File: src/rtl/tmr_defs.vh
// Purpose: register map, field positions, reset values for tmr16_ctrl
// Assumes: 32-bit avalon data, byte addresses, one word per register
// Notes:   definitions only
`ifndef TMR_DEFS_VH
`define TMR_DEFS_VH

// ----------------------------------------
// register byte offsets
// ----------------------------------------
`define TMR_OFS_CTRL_ONE   8'h00
`define TMR_OFS_CTRL_TWO   8'h04
`define TMR_OFS_STATUS     8'h08
`define TMR_OFS_COUNT      8'h0C
`define TMR_OFS_CMP_ONE    8'h10
`define TMR_OFS_CMP_TWO    8'h14
`define TMR_OFS_CAP_ONE    8'h18
`define TMR_OFS_CAP_TWO    8'h1C

// ----------------------------------------
// control one fields
// ----------------------------------------
`define TMR_C1_CAP_IE      7
`define TMR_C1_CMP_IE      6
`define TMR_C1_OVF_IE      5
`define TMR_C1_FORCE_TWO   4
`define TMR_C1_FORCE_ONE   3
`define TMR_C1_LEVEL_TWO   2
`define TMR_C1_CAP1_EDGE   1
`define TMR_C1_LEVEL_ONE   0

// ----------------------------------------
// control two fields
// ----------------------------------------
`define TMR_C2_PIN1_EN     7
`define TMR_C2_PIN2_EN     6
`define TMR_C2_ONE_PULSE   5
`define TMR_C2_PWM         4
`define TMR_C2_CLK_HI      3
`define TMR_C2_CLK_LO      2
`define TMR_C2_CAP2_EDGE   1
`define TMR_C2_EXT_EDGE    0

// ----------------------------------------
// status fields (write one to clear)
// ----------------------------------------
`define TMR_ST_CAP_ONE     4
`define TMR_ST_CMP_ONE     3
`define TMR_ST_OVF         2
`define TMR_ST_CAP_TWO     1
`define TMR_ST_CMP_TWO     0

// ----------------------------------------
// reset values and clock selects
// ----------------------------------------
`define TMR_CTRL_RESET     8'h00
`define TMR_CNT_RESET      16'hFFFC
`define TMR_CAP_OPM        16'hFFFD
`define TMR_CMP_RESET      16'h8000
`define TMR_CLK_DIV4       2'h0
`define TMR_CLK_DIV2       2'h1
`define TMR_CLK_DIV8       2'h2
`define TMR_CLK_EXT        2'h3
`define TMR_TERM_DIV4      3'h3
`define TMR_TERM_DIV2      3'h1
`define TMR_TERM_DIV8      3'h7

`endif

File: src/rtl/tmr16_ctrl.v
// Purpose: 16-bit free-running timer with control, low power and events
// Assumes: avalon-mm slave, 10 MHz clock_in, async active-low reset
// Notes:   pins pass two flip-flops before use
//
// What this block does
// - in wait the timer keeps running; enabled interrupts wake from wait
// - halt freezes counter; resumes from held value, reset restarts it
// - capture edge during halt arms capture; stored when halt ends
// - capture flag one set by capture one, opm start, pwm reset or a capture armed in halt at halt end
// - all events share one request, needing enable and cleared cpu mask
// - flash timer a variant holds capture two and compare two flags zero
// - capture enable requests interrupt when either capture flag set
// - compare enable requests interrupt when either compare flag set
// - overflow enable requests interrupt when overflow flag set
// - force two drives pin two to level two outside pwm and opm, if pin two enabled
// - force one drives pin one to level one outside pwm and opm, if pin one enabled
// - compare two match drives level two; in pwm onto pin one, in opm the start edge does
// - capture one edge select: 0 falling, 1 rising
// - compare one match drives level one onto pin one when enabled
// - pin one enable only routes output; compare one stays active
// - pin two enable only routes output; software keeps it zero in flash
// - one pulse mode: capture one edge starts pulse, length by compare one
// - pwm mode: pulse length by compare one, period by compare two
// - clock select 00 div4, 01 div2, 10 div8, 11 external pin
// - external select without external pin stops the counter
// - external edge select: 0 falling, 1 rising edges count
// - capture two edge select: 0 falling, 1 rising
// - with pwm and one pulse both set only pwm operates
`timescale 1ns/10ps
`include "tmr_defs.vh"

module tmr16_ctrl #(
    parameter HAS_EXT_PIN   = 1,
    parameter FLASH_TIMER_A = 0
) (
    input  wire        clock_in,
    input  wire        reset_n_in,
    input  wire [7:0]  avs_address_in,
    input  wire        avs_read_in,
    input  wire        avs_write_in,
    input  wire [31:0] avs_writedata_in,
    input  wire [3:0]  avs_byteenable_in,
    output wire [31:0] avs_readdata_out,
    output wire        avs_waitrequest_out,
    input  wire        cpu_wait_in,
    input  wire        cpu_halt_in,
    input  wire        cpu_irq_mask_in,
    input  wire        capture_pin_one_in,
    input  wire        capture_pin_two_in,
    input  wire        external_count_pin_in,
    output wire        timer_irq_out,
    output wire        wait_wake_out,
    output wire        compare_pin_one_out,
    output wire        compare_pin_one_sel_out,
    output wire        compare_pin_two_out,
    output wire        compare_pin_two_sel_out
);

// ----------------------------------------
// helpers
// ----------------------------------------
function edge_hit;
    input prev;
    input cur;
    input rising;
    begin
        edge_hit = rising ? (cur & ~prev) : (prev & ~cur);
    end
endfunction

function flag_next;
    input set;
    input old;
    input clr_bit;
    begin
        flag_next = set | (old & ~clr_bit);
    end
endfunction

// ----------------------------------------
// state
// ----------------------------------------
reg  [7:0]  ctrl_one_r;
reg  [7:0]  ctrl_two_r;
reg  [15:0] cnt_r;
reg  [15:0] cmp_one_r;
reg  [15:0] cmp_two_r;
reg  [15:0] cap_one_r;
reg  [15:0] cap_two_r;
reg  [2:0]  psc_r;
reg         cap_one_flag_r;
reg         cap_two_flag_r;
reg         cmp_one_flag_r;
reg         cmp_two_flag_r;
reg         ovf_flag_r;
reg         pin_one_r;
reg         pin_two_r;
reg         arm_one_r;
reg         arm_two_r;
reg         halt_prev_r;
reg  [2:0]  cap1_sync_r;
reg  [2:0]  cap2_sync_r;
reg  [2:0]  ext_sync_r;
reg         wait_r;
reg  [31:0] rdata_r;
reg         irq_r;
reg         wake_r;

// ----------------------------------------
// bus decode
// ----------------------------------------
wire        req      = avs_read_in | avs_write_in;
wire        wr_take  = avs_write_in & ~wait_r;
wire        wr_ctrl1 = wr_take & (avs_address_in == `TMR_OFS_CTRL_ONE) & avs_byteenable_in[0];
wire        wr_ctrl2 = wr_take & (avs_address_in == `TMR_OFS_CTRL_TWO) & avs_byteenable_in[0];
wire        wr_stat  = wr_take & (avs_address_in == `TMR_OFS_STATUS) & avs_byteenable_in[0];
wire        wr_count = wr_take & (avs_address_in == `TMR_OFS_COUNT);
wire        wr_cmp1  = wr_take & (avs_address_in == `TMR_OFS_CMP_ONE);
wire        wr_cmp2  = wr_take & (avs_address_in == `TMR_OFS_CMP_TWO);
wire [4:0]  clr      = wr_stat ? avs_writedata_in[4:0] : 5'h00;

// ----------------------------------------
// mode decode
// ----------------------------------------
wire        pwm_mode = ctrl_two_r[`TMR_C2_PWM];
wire        opm_mode = ctrl_two_r[`TMR_C2_ONE_PULSE] & ~pwm_mode;
wire [1:0]  clk_sel  = ctrl_two_r[`TMR_C2_CLK_HI:`TMR_C2_CLK_LO];
// halt is a same-clock level from the cpu, so no synchroniser
wire        halted   = cpu_halt_in;
wire        halt_end = halt_prev_r & ~cpu_halt_in;

// ----------------------------------------
// timer tick
// ----------------------------------------
reg  [2:0]  term;
always @* begin
    case (clk_sel)
        `TMR_CLK_DIV4: term = `TMR_TERM_DIV4;
        `TMR_CLK_DIV2: term = `TMR_TERM_DIV2;
        default:       term = `TMR_TERM_DIV8;
    endcase
end

wire ext_edge = edge_hit(ext_sync_r[2], ext_sync_r[1],
                         ctrl_two_r[`TMR_C2_EXT_EDGE]);
wire ext_tick = (HAS_EXT_PIN != 0) & ext_edge;
wire int_tick = (clk_sel != `TMR_CLK_EXT) & (psc_r == term);
// halt stops prescaler too, wait does not
wire tick     = ~halted & ((clk_sel == `TMR_CLK_EXT) ? ext_tick : int_tick);

// ----------------------------------------
// events
// ----------------------------------------
wire cap1_edge = edge_hit(cap1_sync_r[2], cap1_sync_r[1],
                          ctrl_one_r[`TMR_C1_CAP1_EDGE]);
wire cap2_edge = edge_hit(cap2_sync_r[2], cap2_sync_r[1],
                          ctrl_two_r[`TMR_C2_CAP2_EDGE]);
wire match1    = tick & (cnt_r == cmp_one_r);
wire match2    = tick & (cnt_r == cmp_two_r);
wire opm_start = opm_mode & cap1_edge & ~halted;
wire pwm_wrap  = pwm_mode & match2;
// pwm and one pulse own capture pin one
wire cap1_now  = ~halted & ~pwm_mode & ~opm_mode & cap1_edge;
wire cap2_now  = ~halted & cap2_edge;
wire cap1_wake = halt_end & arm_one_r;
wire cap2_wake = halt_end & arm_two_r;
wire ovf_ev    = tick & (cnt_r == 16'hFFFF) & ~pwm_wrap;
wire set_cap1  = cap1_now | cap1_wake | opm_start | pwm_wrap;
wire set_cap2  = (FLASH_TIMER_A == 0) & (cap2_now | cap2_wake);
wire set_cmp1  = match1 & ~pwm_mode & ~opm_mode;
wire set_cmp2  = (FLASH_TIMER_A == 0) & match2 & ~pwm_mode;

// ----------------------------------------
// pin synchronisers
// ----------------------------------------
// the second and third stages feed edge detection
always @(posedge clock_in or negedge reset_n_in) begin
    if (!reset_n_in) begin
        cap1_sync_r <= 3'h0;
        cap2_sync_r <= 3'h0;
        ext_sync_r  <= 3'h0;
        halt_prev_r <= 1'b0;
    end else begin
        cap1_sync_r <= {cap1_sync_r[1:0], capture_pin_one_in};
        cap2_sync_r <= {cap2_sync_r[1:0], capture_pin_two_in};
        ext_sync_r  <= {ext_sync_r[1:0], external_count_pin_in};
        halt_prev_r <= cpu_halt_in;
    end
end

// ----------------------------------------
// bus slave
// ----------------------------------------
// one idle cycle then one ack cycle; readdata stands during ack
// read data is a snapshot at the request edge, so a count read may lag a tick
always @(posedge clock_in or negedge reset_n_in) begin
    if (!reset_n_in) begin
        wait_r  <= 1'b1;
        rdata_r <= 32'h0000_0000;
    end else begin
        if (req & wait_r) begin
            wait_r <= 1'b0;
            case (avs_address_in)
                `TMR_OFS_CTRL_ONE: rdata_r <= {24'h000000, ctrl_one_r};
                `TMR_OFS_CTRL_TWO: rdata_r <= {24'h000000, ctrl_two_r};
                `TMR_OFS_STATUS:   rdata_r <= {27'h0000000, cap_one_flag_r,
                                               cmp_one_flag_r, ovf_flag_r,
                                               cap_two_flag_r, cmp_two_flag_r};
                `TMR_OFS_COUNT:    rdata_r <= {16'h0000, cnt_r};
                `TMR_OFS_CMP_ONE:  rdata_r <= {16'h0000, cmp_one_r};
                `TMR_OFS_CMP_TWO:  rdata_r <= {16'h0000, cmp_two_r};
                `TMR_OFS_CAP_ONE:  rdata_r <= {16'h0000, cap_one_r};
                `TMR_OFS_CAP_TWO:  rdata_r <= {16'h0000, cap_two_r};
                default:           rdata_r <= 32'h0000_0000;
            endcase
        end else begin
            wait_r <= 1'b1;
        end
    end
end

// ----------------------------------------
// control and data registers
// ----------------------------------------
always @(posedge clock_in or negedge reset_n_in) begin
    if (!reset_n_in) begin
        ctrl_one_r <= `TMR_CTRL_RESET;
        ctrl_two_r <= `TMR_CTRL_RESET;
        cmp_one_r  <= `TMR_CMP_RESET;
        cmp_two_r  <= `TMR_CMP_RESET;
    end else begin
        if (wr_ctrl1) begin
            ctrl_one_r <= avs_writedata_in[7:0];
        end
        if (wr_ctrl2) begin
            ctrl_two_r <= avs_writedata_in[7:0];
        end
        if (wr_cmp1) begin
            cmp_one_r <= avs_writedata_in[15:0];
        end
        if (wr_cmp2) begin
            cmp_two_r <= avs_writedata_in[15:0];
        end
    end
end

// ----------------------------------------
// counter and prescaler
// ----------------------------------------
// a count write restarts counting; prescaler phase is kept to save logic
always @(posedge clock_in or negedge reset_n_in) begin
    if (!reset_n_in) begin
        cnt_r <= `TMR_CNT_RESET;
        psc_r <= 3'h0;
    end else begin
        if (~halted) begin
            psc_r <= int_tick ? 3'h0 : psc_r + 3'h1;
        end
        if (wr_count | opm_start | pwm_wrap) begin
            cnt_r <= `TMR_CNT_RESET;
        end else if (tick) begin
            cnt_r <= cnt_r + 16'h0001;
        end
    end
end

// ----------------------------------------
// capture registers and halt arming
// ----------------------------------------
always @(posedge clock_in or negedge reset_n_in) begin
    if (!reset_n_in) begin
        cap_one_r <= 16'h0000;
        cap_two_r <= 16'h0000;
        arm_one_r <= 1'b0;
        arm_two_r <= 1'b0;
    end else begin
        if (opm_start) begin
            cap_one_r <= `TMR_CAP_OPM;
        end else if (cap1_now | cap1_wake) begin
            cap_one_r <= cnt_r;
        end
        if (cap2_now | cap2_wake) begin
            cap_two_r <= cnt_r;
        end
        if (halt_end) begin
            arm_one_r <= 1'b0;
            arm_two_r <= 1'b0;
        end else if (halted) begin
            arm_one_r <= arm_one_r | (cap1_edge & ~pwm_mode);
            arm_two_r <= arm_two_r | cap2_edge;
        end
    end
end

// ----------------------------------------
// status flags, set beats clear
// ----------------------------------------
always @(posedge clock_in or negedge reset_n_in) begin
    if (!reset_n_in) begin
        cap_one_flag_r <= 1'b0;
        cap_two_flag_r <= 1'b0;
        cmp_one_flag_r <= 1'b0;
        cmp_two_flag_r <= 1'b0;
        ovf_flag_r     <= 1'b0;
    end else begin
        cap_one_flag_r <= flag_next(set_cap1, cap_one_flag_r, clr[`TMR_ST_CAP_ONE]);
        cap_two_flag_r <= flag_next(set_cap2, cap_two_flag_r, clr[`TMR_ST_CAP_TWO]);
        cmp_one_flag_r <= flag_next(set_cmp1, cmp_one_flag_r, clr[`TMR_ST_CMP_ONE]);
        cmp_two_flag_r <= flag_next(set_cmp2, cmp_two_flag_r, clr[`TMR_ST_CMP_TWO]);
        ovf_flag_r     <= flag_next(ovf_ev, ovf_flag_r, clr[`TMR_ST_OVF]);
    end
end

// ----------------------------------------
// compare outputs
// ----------------------------------------
// pin enables only steer the pad mux; levels update regardless
always @(posedge clock_in or negedge reset_n_in) begin
    if (!reset_n_in) begin
        pin_one_r <= 1'b0;
        pin_two_r <= 1'b0;
    end else begin
        if (pwm_mode | opm_mode) begin
            if (opm_start | pwm_wrap) begin
                pin_one_r <= ctrl_one_r[`TMR_C1_LEVEL_TWO];
            end else if (match1) begin
                pin_one_r <= ctrl_one_r[`TMR_C1_LEVEL_ONE];
            end
        end else begin
            // forcing is ignored in opm and pwm
            if (ctrl_one_r[`TMR_C1_FORCE_ONE] | match1) begin
                pin_one_r <= ctrl_one_r[`TMR_C1_LEVEL_ONE];
            end
            if (ctrl_one_r[`TMR_C1_FORCE_TWO] | match2) begin
                pin_two_r <= ctrl_one_r[`TMR_C1_LEVEL_TWO];
            end
        end
    end
end

// ----------------------------------------
// interrupt request and wait wake
// ----------------------------------------
// mask gates the vector request only; the wait wake ignores it
wire ev_req = (ctrl_one_r[`TMR_C1_CAP_IE] & (cap_one_flag_r | cap_two_flag_r))
            | (ctrl_one_r[`TMR_C1_CMP_IE] & (cmp_one_flag_r | cmp_two_flag_r))
            | (ctrl_one_r[`TMR_C1_OVF_IE] & ovf_flag_r);

always @(posedge clock_in or negedge reset_n_in) begin
    if (!reset_n_in) begin
        irq_r  <= 1'b0;
        wake_r <= 1'b0;
    end else begin
        irq_r  <= ev_req & ~cpu_irq_mask_in;
        // timer events never wake from halt
        wake_r <= ev_req & cpu_wait_in & ~cpu_halt_in;
    end
end

// ----------------------------------------
// outputs
// ----------------------------------------
assign avs_readdata_out        = rdata_r;
assign avs_waitrequest_out     = wait_r;
assign timer_irq_out           = irq_r;
assign wait_wake_out           = wake_r;
assign compare_pin_one_out     = pin_one_r;
assign compare_pin_one_sel_out = ctrl_two_r[`TMR_C2_PIN1_EN];
assign compare_pin_two_out     = pin_two_r;
assign compare_pin_two_sel_out = ctrl_two_r[`TMR_C2_PIN2_EN];

endmodule

File: config.mk
export PLATFORM = sky130hd
export DESIGN_NAME = tmr16_ctrl
export DESIGN_NICKNAME = d
export VERILOG_FILES = /design/src/rtl/tmr16_ctrl.v
export VERILOG_INCLUDE_DIRS = /design/src /design/src/rtl
export SDC_FILE = /design/constraint.sdc
export NUM_CORES = 1
export LEC_CHECK = 0
export BUFFER_PORTS_ARGS = -buffer_cell sky130_fd_sc_hd__buf_2
export CAP_MARGIN = 0
export CORE_UTILIZATION = 53
export DETAILED_ROUTE_END_ITERATION = 8
export GPL_TIMING_DRIVEN = 0
export PLACE_DENSITY = 0.75
export SLEW_MARGIN = 20
export SYNTH_ARGS = -nofsm -noshare
export SYNTH_HDL_FRONTEND = slang
export SYNTH_SLANG_ARGS = --single-unit
export TNS_END_PERCENT = 50
File: constraint.sdc
create_clock -name clock_in -period 2.3 [get_ports clock_in]
set_input_delay 0.345 -clock clock_in [delete_from_list [all_inputs] [get_ports clock_in]]
set_output_delay 0.345 -clock clock_in [all_outputs]
set_load 0.05 [all_outputs]
==> metrics.cfg <==
[outcome]
status=finished, final reports clean

[synth]
yosys_warnings=0
ys_seq_elements=137
ys_seq_area_share_pct=48.7
async_flop_share_pct=100
ys_top_cells_by_area=dfrtp_1 42%, mux2_2 12%, dfstp_2 6.3%
synth_top_area_share_pct=42.4
ys_types=66
netlist_area_sq_mm=0.00709
synth.most_common_cell=dfrtp_1
yosys.area.top_type=dfrtp_1
synth_flop_cell=dfrtp_1
synth_top_cells_by_count=120 x dfrtp_1, 78 x mux2_2, 40 x nor2_1
synth_cells=637
synth_edf_count=0
synth_area_per_cell_sq_um=11.1

[sta]
max_freq_mhz=453
fin_setup_tns_ns=0
hold-worst-slack_ns=0.0220
fin_skew_ns=0.00682
setup_viol=0
slew_headroom_pct=38.0
slew_viol_final=0
finalCriticalPeriod_ns=2.21
rsz0062_at_grt=false
tightest_slew_ns=0.922
min_period_over_period_pct=96.0
hold_viol=0

[cts]
cts_tree=built
htreeDepth=4
clock_path_buffers=2
clock_sinks=137
insertion_delay_ns=0.42
cts_buffers=17
clk_pin_slew_ns=0.06
clock_tree.root_cell=clkbuf_16

[placement]
io_buffers=56
globalplace.congestion=0.939
post-place-cells=881
hpwl_um=13900

[global_route]
grt_pass1_wl_um=30200
grt_pass1_vias=5500
antenna_found_initial=0
grt_max_degree=92
grt-ovfl-total=0
grtUsageTotal_pct=28.6

[floorplanning]
start_util_pct=55.3
core_area_sq_mm=0.0128
die_area_sq_mm=0.0138
die_h_um=118
die_w_um=118
floorplan.io_pins=93
rows=41

[drt]
drcViolationCount=0
drt_iter0_markers=498
drt_first_pass_iters=6
wirelength_um=18800
route.vias.total=5497
vias_per_cell=6.04
wl_per_cell_um=20.7
postRouteAntennaNets=0

[critical_path]
worst-setup-path-type=reg -> reg
cp.required_ns=2.61
start_kind=register
cp_max_fo=10
crit_arrival_ns=2.52
endpoint_kind=register

[finish]
layout-drive-gt1-share_pct=33.3
instances_no_fill=910
area_delta_synth_final_pct=17.2
nets=781
antenna_cells=0

[power_and_ir_drop]
power.leakage_nw=3.77
vdd_drop_max_mv=0.533
p_per_area_mw_per_mm2=844

[run]
drv_cap=0

[min_path]
hold_class=in -> reg

## layout by cell type (no fill, tap or decap), types with 19 or more instances in the layout
master / n
xor2_1: 31
a21oi_1: 34
clkbuf_1: 21
dfrtp_1: 120
xnor2_1: 19
nand2_1: 36
mux2_2: 78
buf_2: 68
buf_4: 24
nor2_1: 40
## final timing paths
path	cells after the start	from	end	slack [ns]
setup reg to reg	6	cnt_r[9]$_DFFE_PN1P_	compare_pin_one_out$_DFFE_PN0P_	0.09
min in group asynchronous	2	reset_n_in	psc_r[0]$_DFFE_PN0N_	0.41
max in group asynchronous	3	reset_n_in	cnt_r[12]$_DFFE_PN1P_	1.11
setup / recovery	6	cnt_r[9]$_DFFE_PN1P_	compare_pin_one_out$_DFFE_PN0P_	0.09
hold reg to reg	0	cap2_sync_r[0]$_DFF_PN0_	cap2_sync_r[1]$_DFF_PN0_	0.35
hold / removal	1	capture_pin_one_in	cap1_sync_r[0]$_DFF_PN0_	0.02
## metrics by stage
step	setup WS (ns)	util [%]	power, mW	instance area [sq um]
after floorplan	0.0621	-	3.88	7140
after global placement	-0.854	59.6	4.25	7640
after detailed placement	-0.638	59.9	4.33	7680
after CTS	0.000223	64.6	7.03	8290
after global routing	0.0174	64.8	7.29	8300
final	0.0914	64.8	7.01	8300
## layout make-up
cell class                 instances  area, sq um
multi-input combinational        441         3340
sequential                       137         3450
inverter                           8         30.0
timing repair buffer              62          358
tap                              172          215
clock buffer                      24          482
clock inverter                     8         95.1
buffer                            58          335
fill                            1020         4520
## sequential cells by signal, summed over array words and instances (netlist names), 3 cells and up
signal,cells
cap1_sync_r,3
psc_r,3
cap_one_r,16
cnt_r,16
avs_readdata_out,16
cap_two_r,16
ctrl_one_r,8
cmp_one_r,16
cmp_two_r,16
cap2_sync_r,3
ext_sync_r,3
ctrl_two_r,8
## power breakdown
group	total [mW]	switching, mW	internal (mW)	leakage (nW)
sequential	3.04	0.273	2.76	1.72
combinational	1.29	0.766	0.526	1.77
clock	2.68	1.01	1.67	0.280
## cell families after synthesis
| family | synth area share (%) |
|---|---|
| AOI/OAI and AO/OA | 12.5 |
| xor gates and xnor gates | 6.18 |
| adders and majority gates | 0.353 |
| buffers and inverters | 5.46 |
| DFF | 48.7 |
| muxes | 13.8 |
| other | 0.0529 |
| and+or+nand+nor | 13.0 |
## critical path, cell delays in order, from the launching register on
cell	delay, ns
dfstp_2	0.51
buf_2	0.23
xor2_1	0.10
nor4_1	0.43
nand4_1	0.29
mux2i_1	0.20
o32a_1	0.33
## per-layer routing
| layer | share of wire (%) | up-vias | track usage [%] |
|---|---|---|---|
| li1 | - | 2441 | - |
| met1 | 44 | 2774 | 39.6 |
| met2 | 47 | 246 | 44.7 |
| met3 | 6.8 | 36 | 5.09 |
| met4 | 2.5 | 0 | 11.3 |
| met5 | 0 | - | 0 |
## what timing repair did
item                                    CTS  global route
setup buffers                             1             3
hold buffers                              1             0
endpoints found under the setup margin   46            43
endpoints found under the hold margin    37             0
pin swaps                                 2             1
gates resized for setup                   4             9
Power figures use the tool's default switching activity.
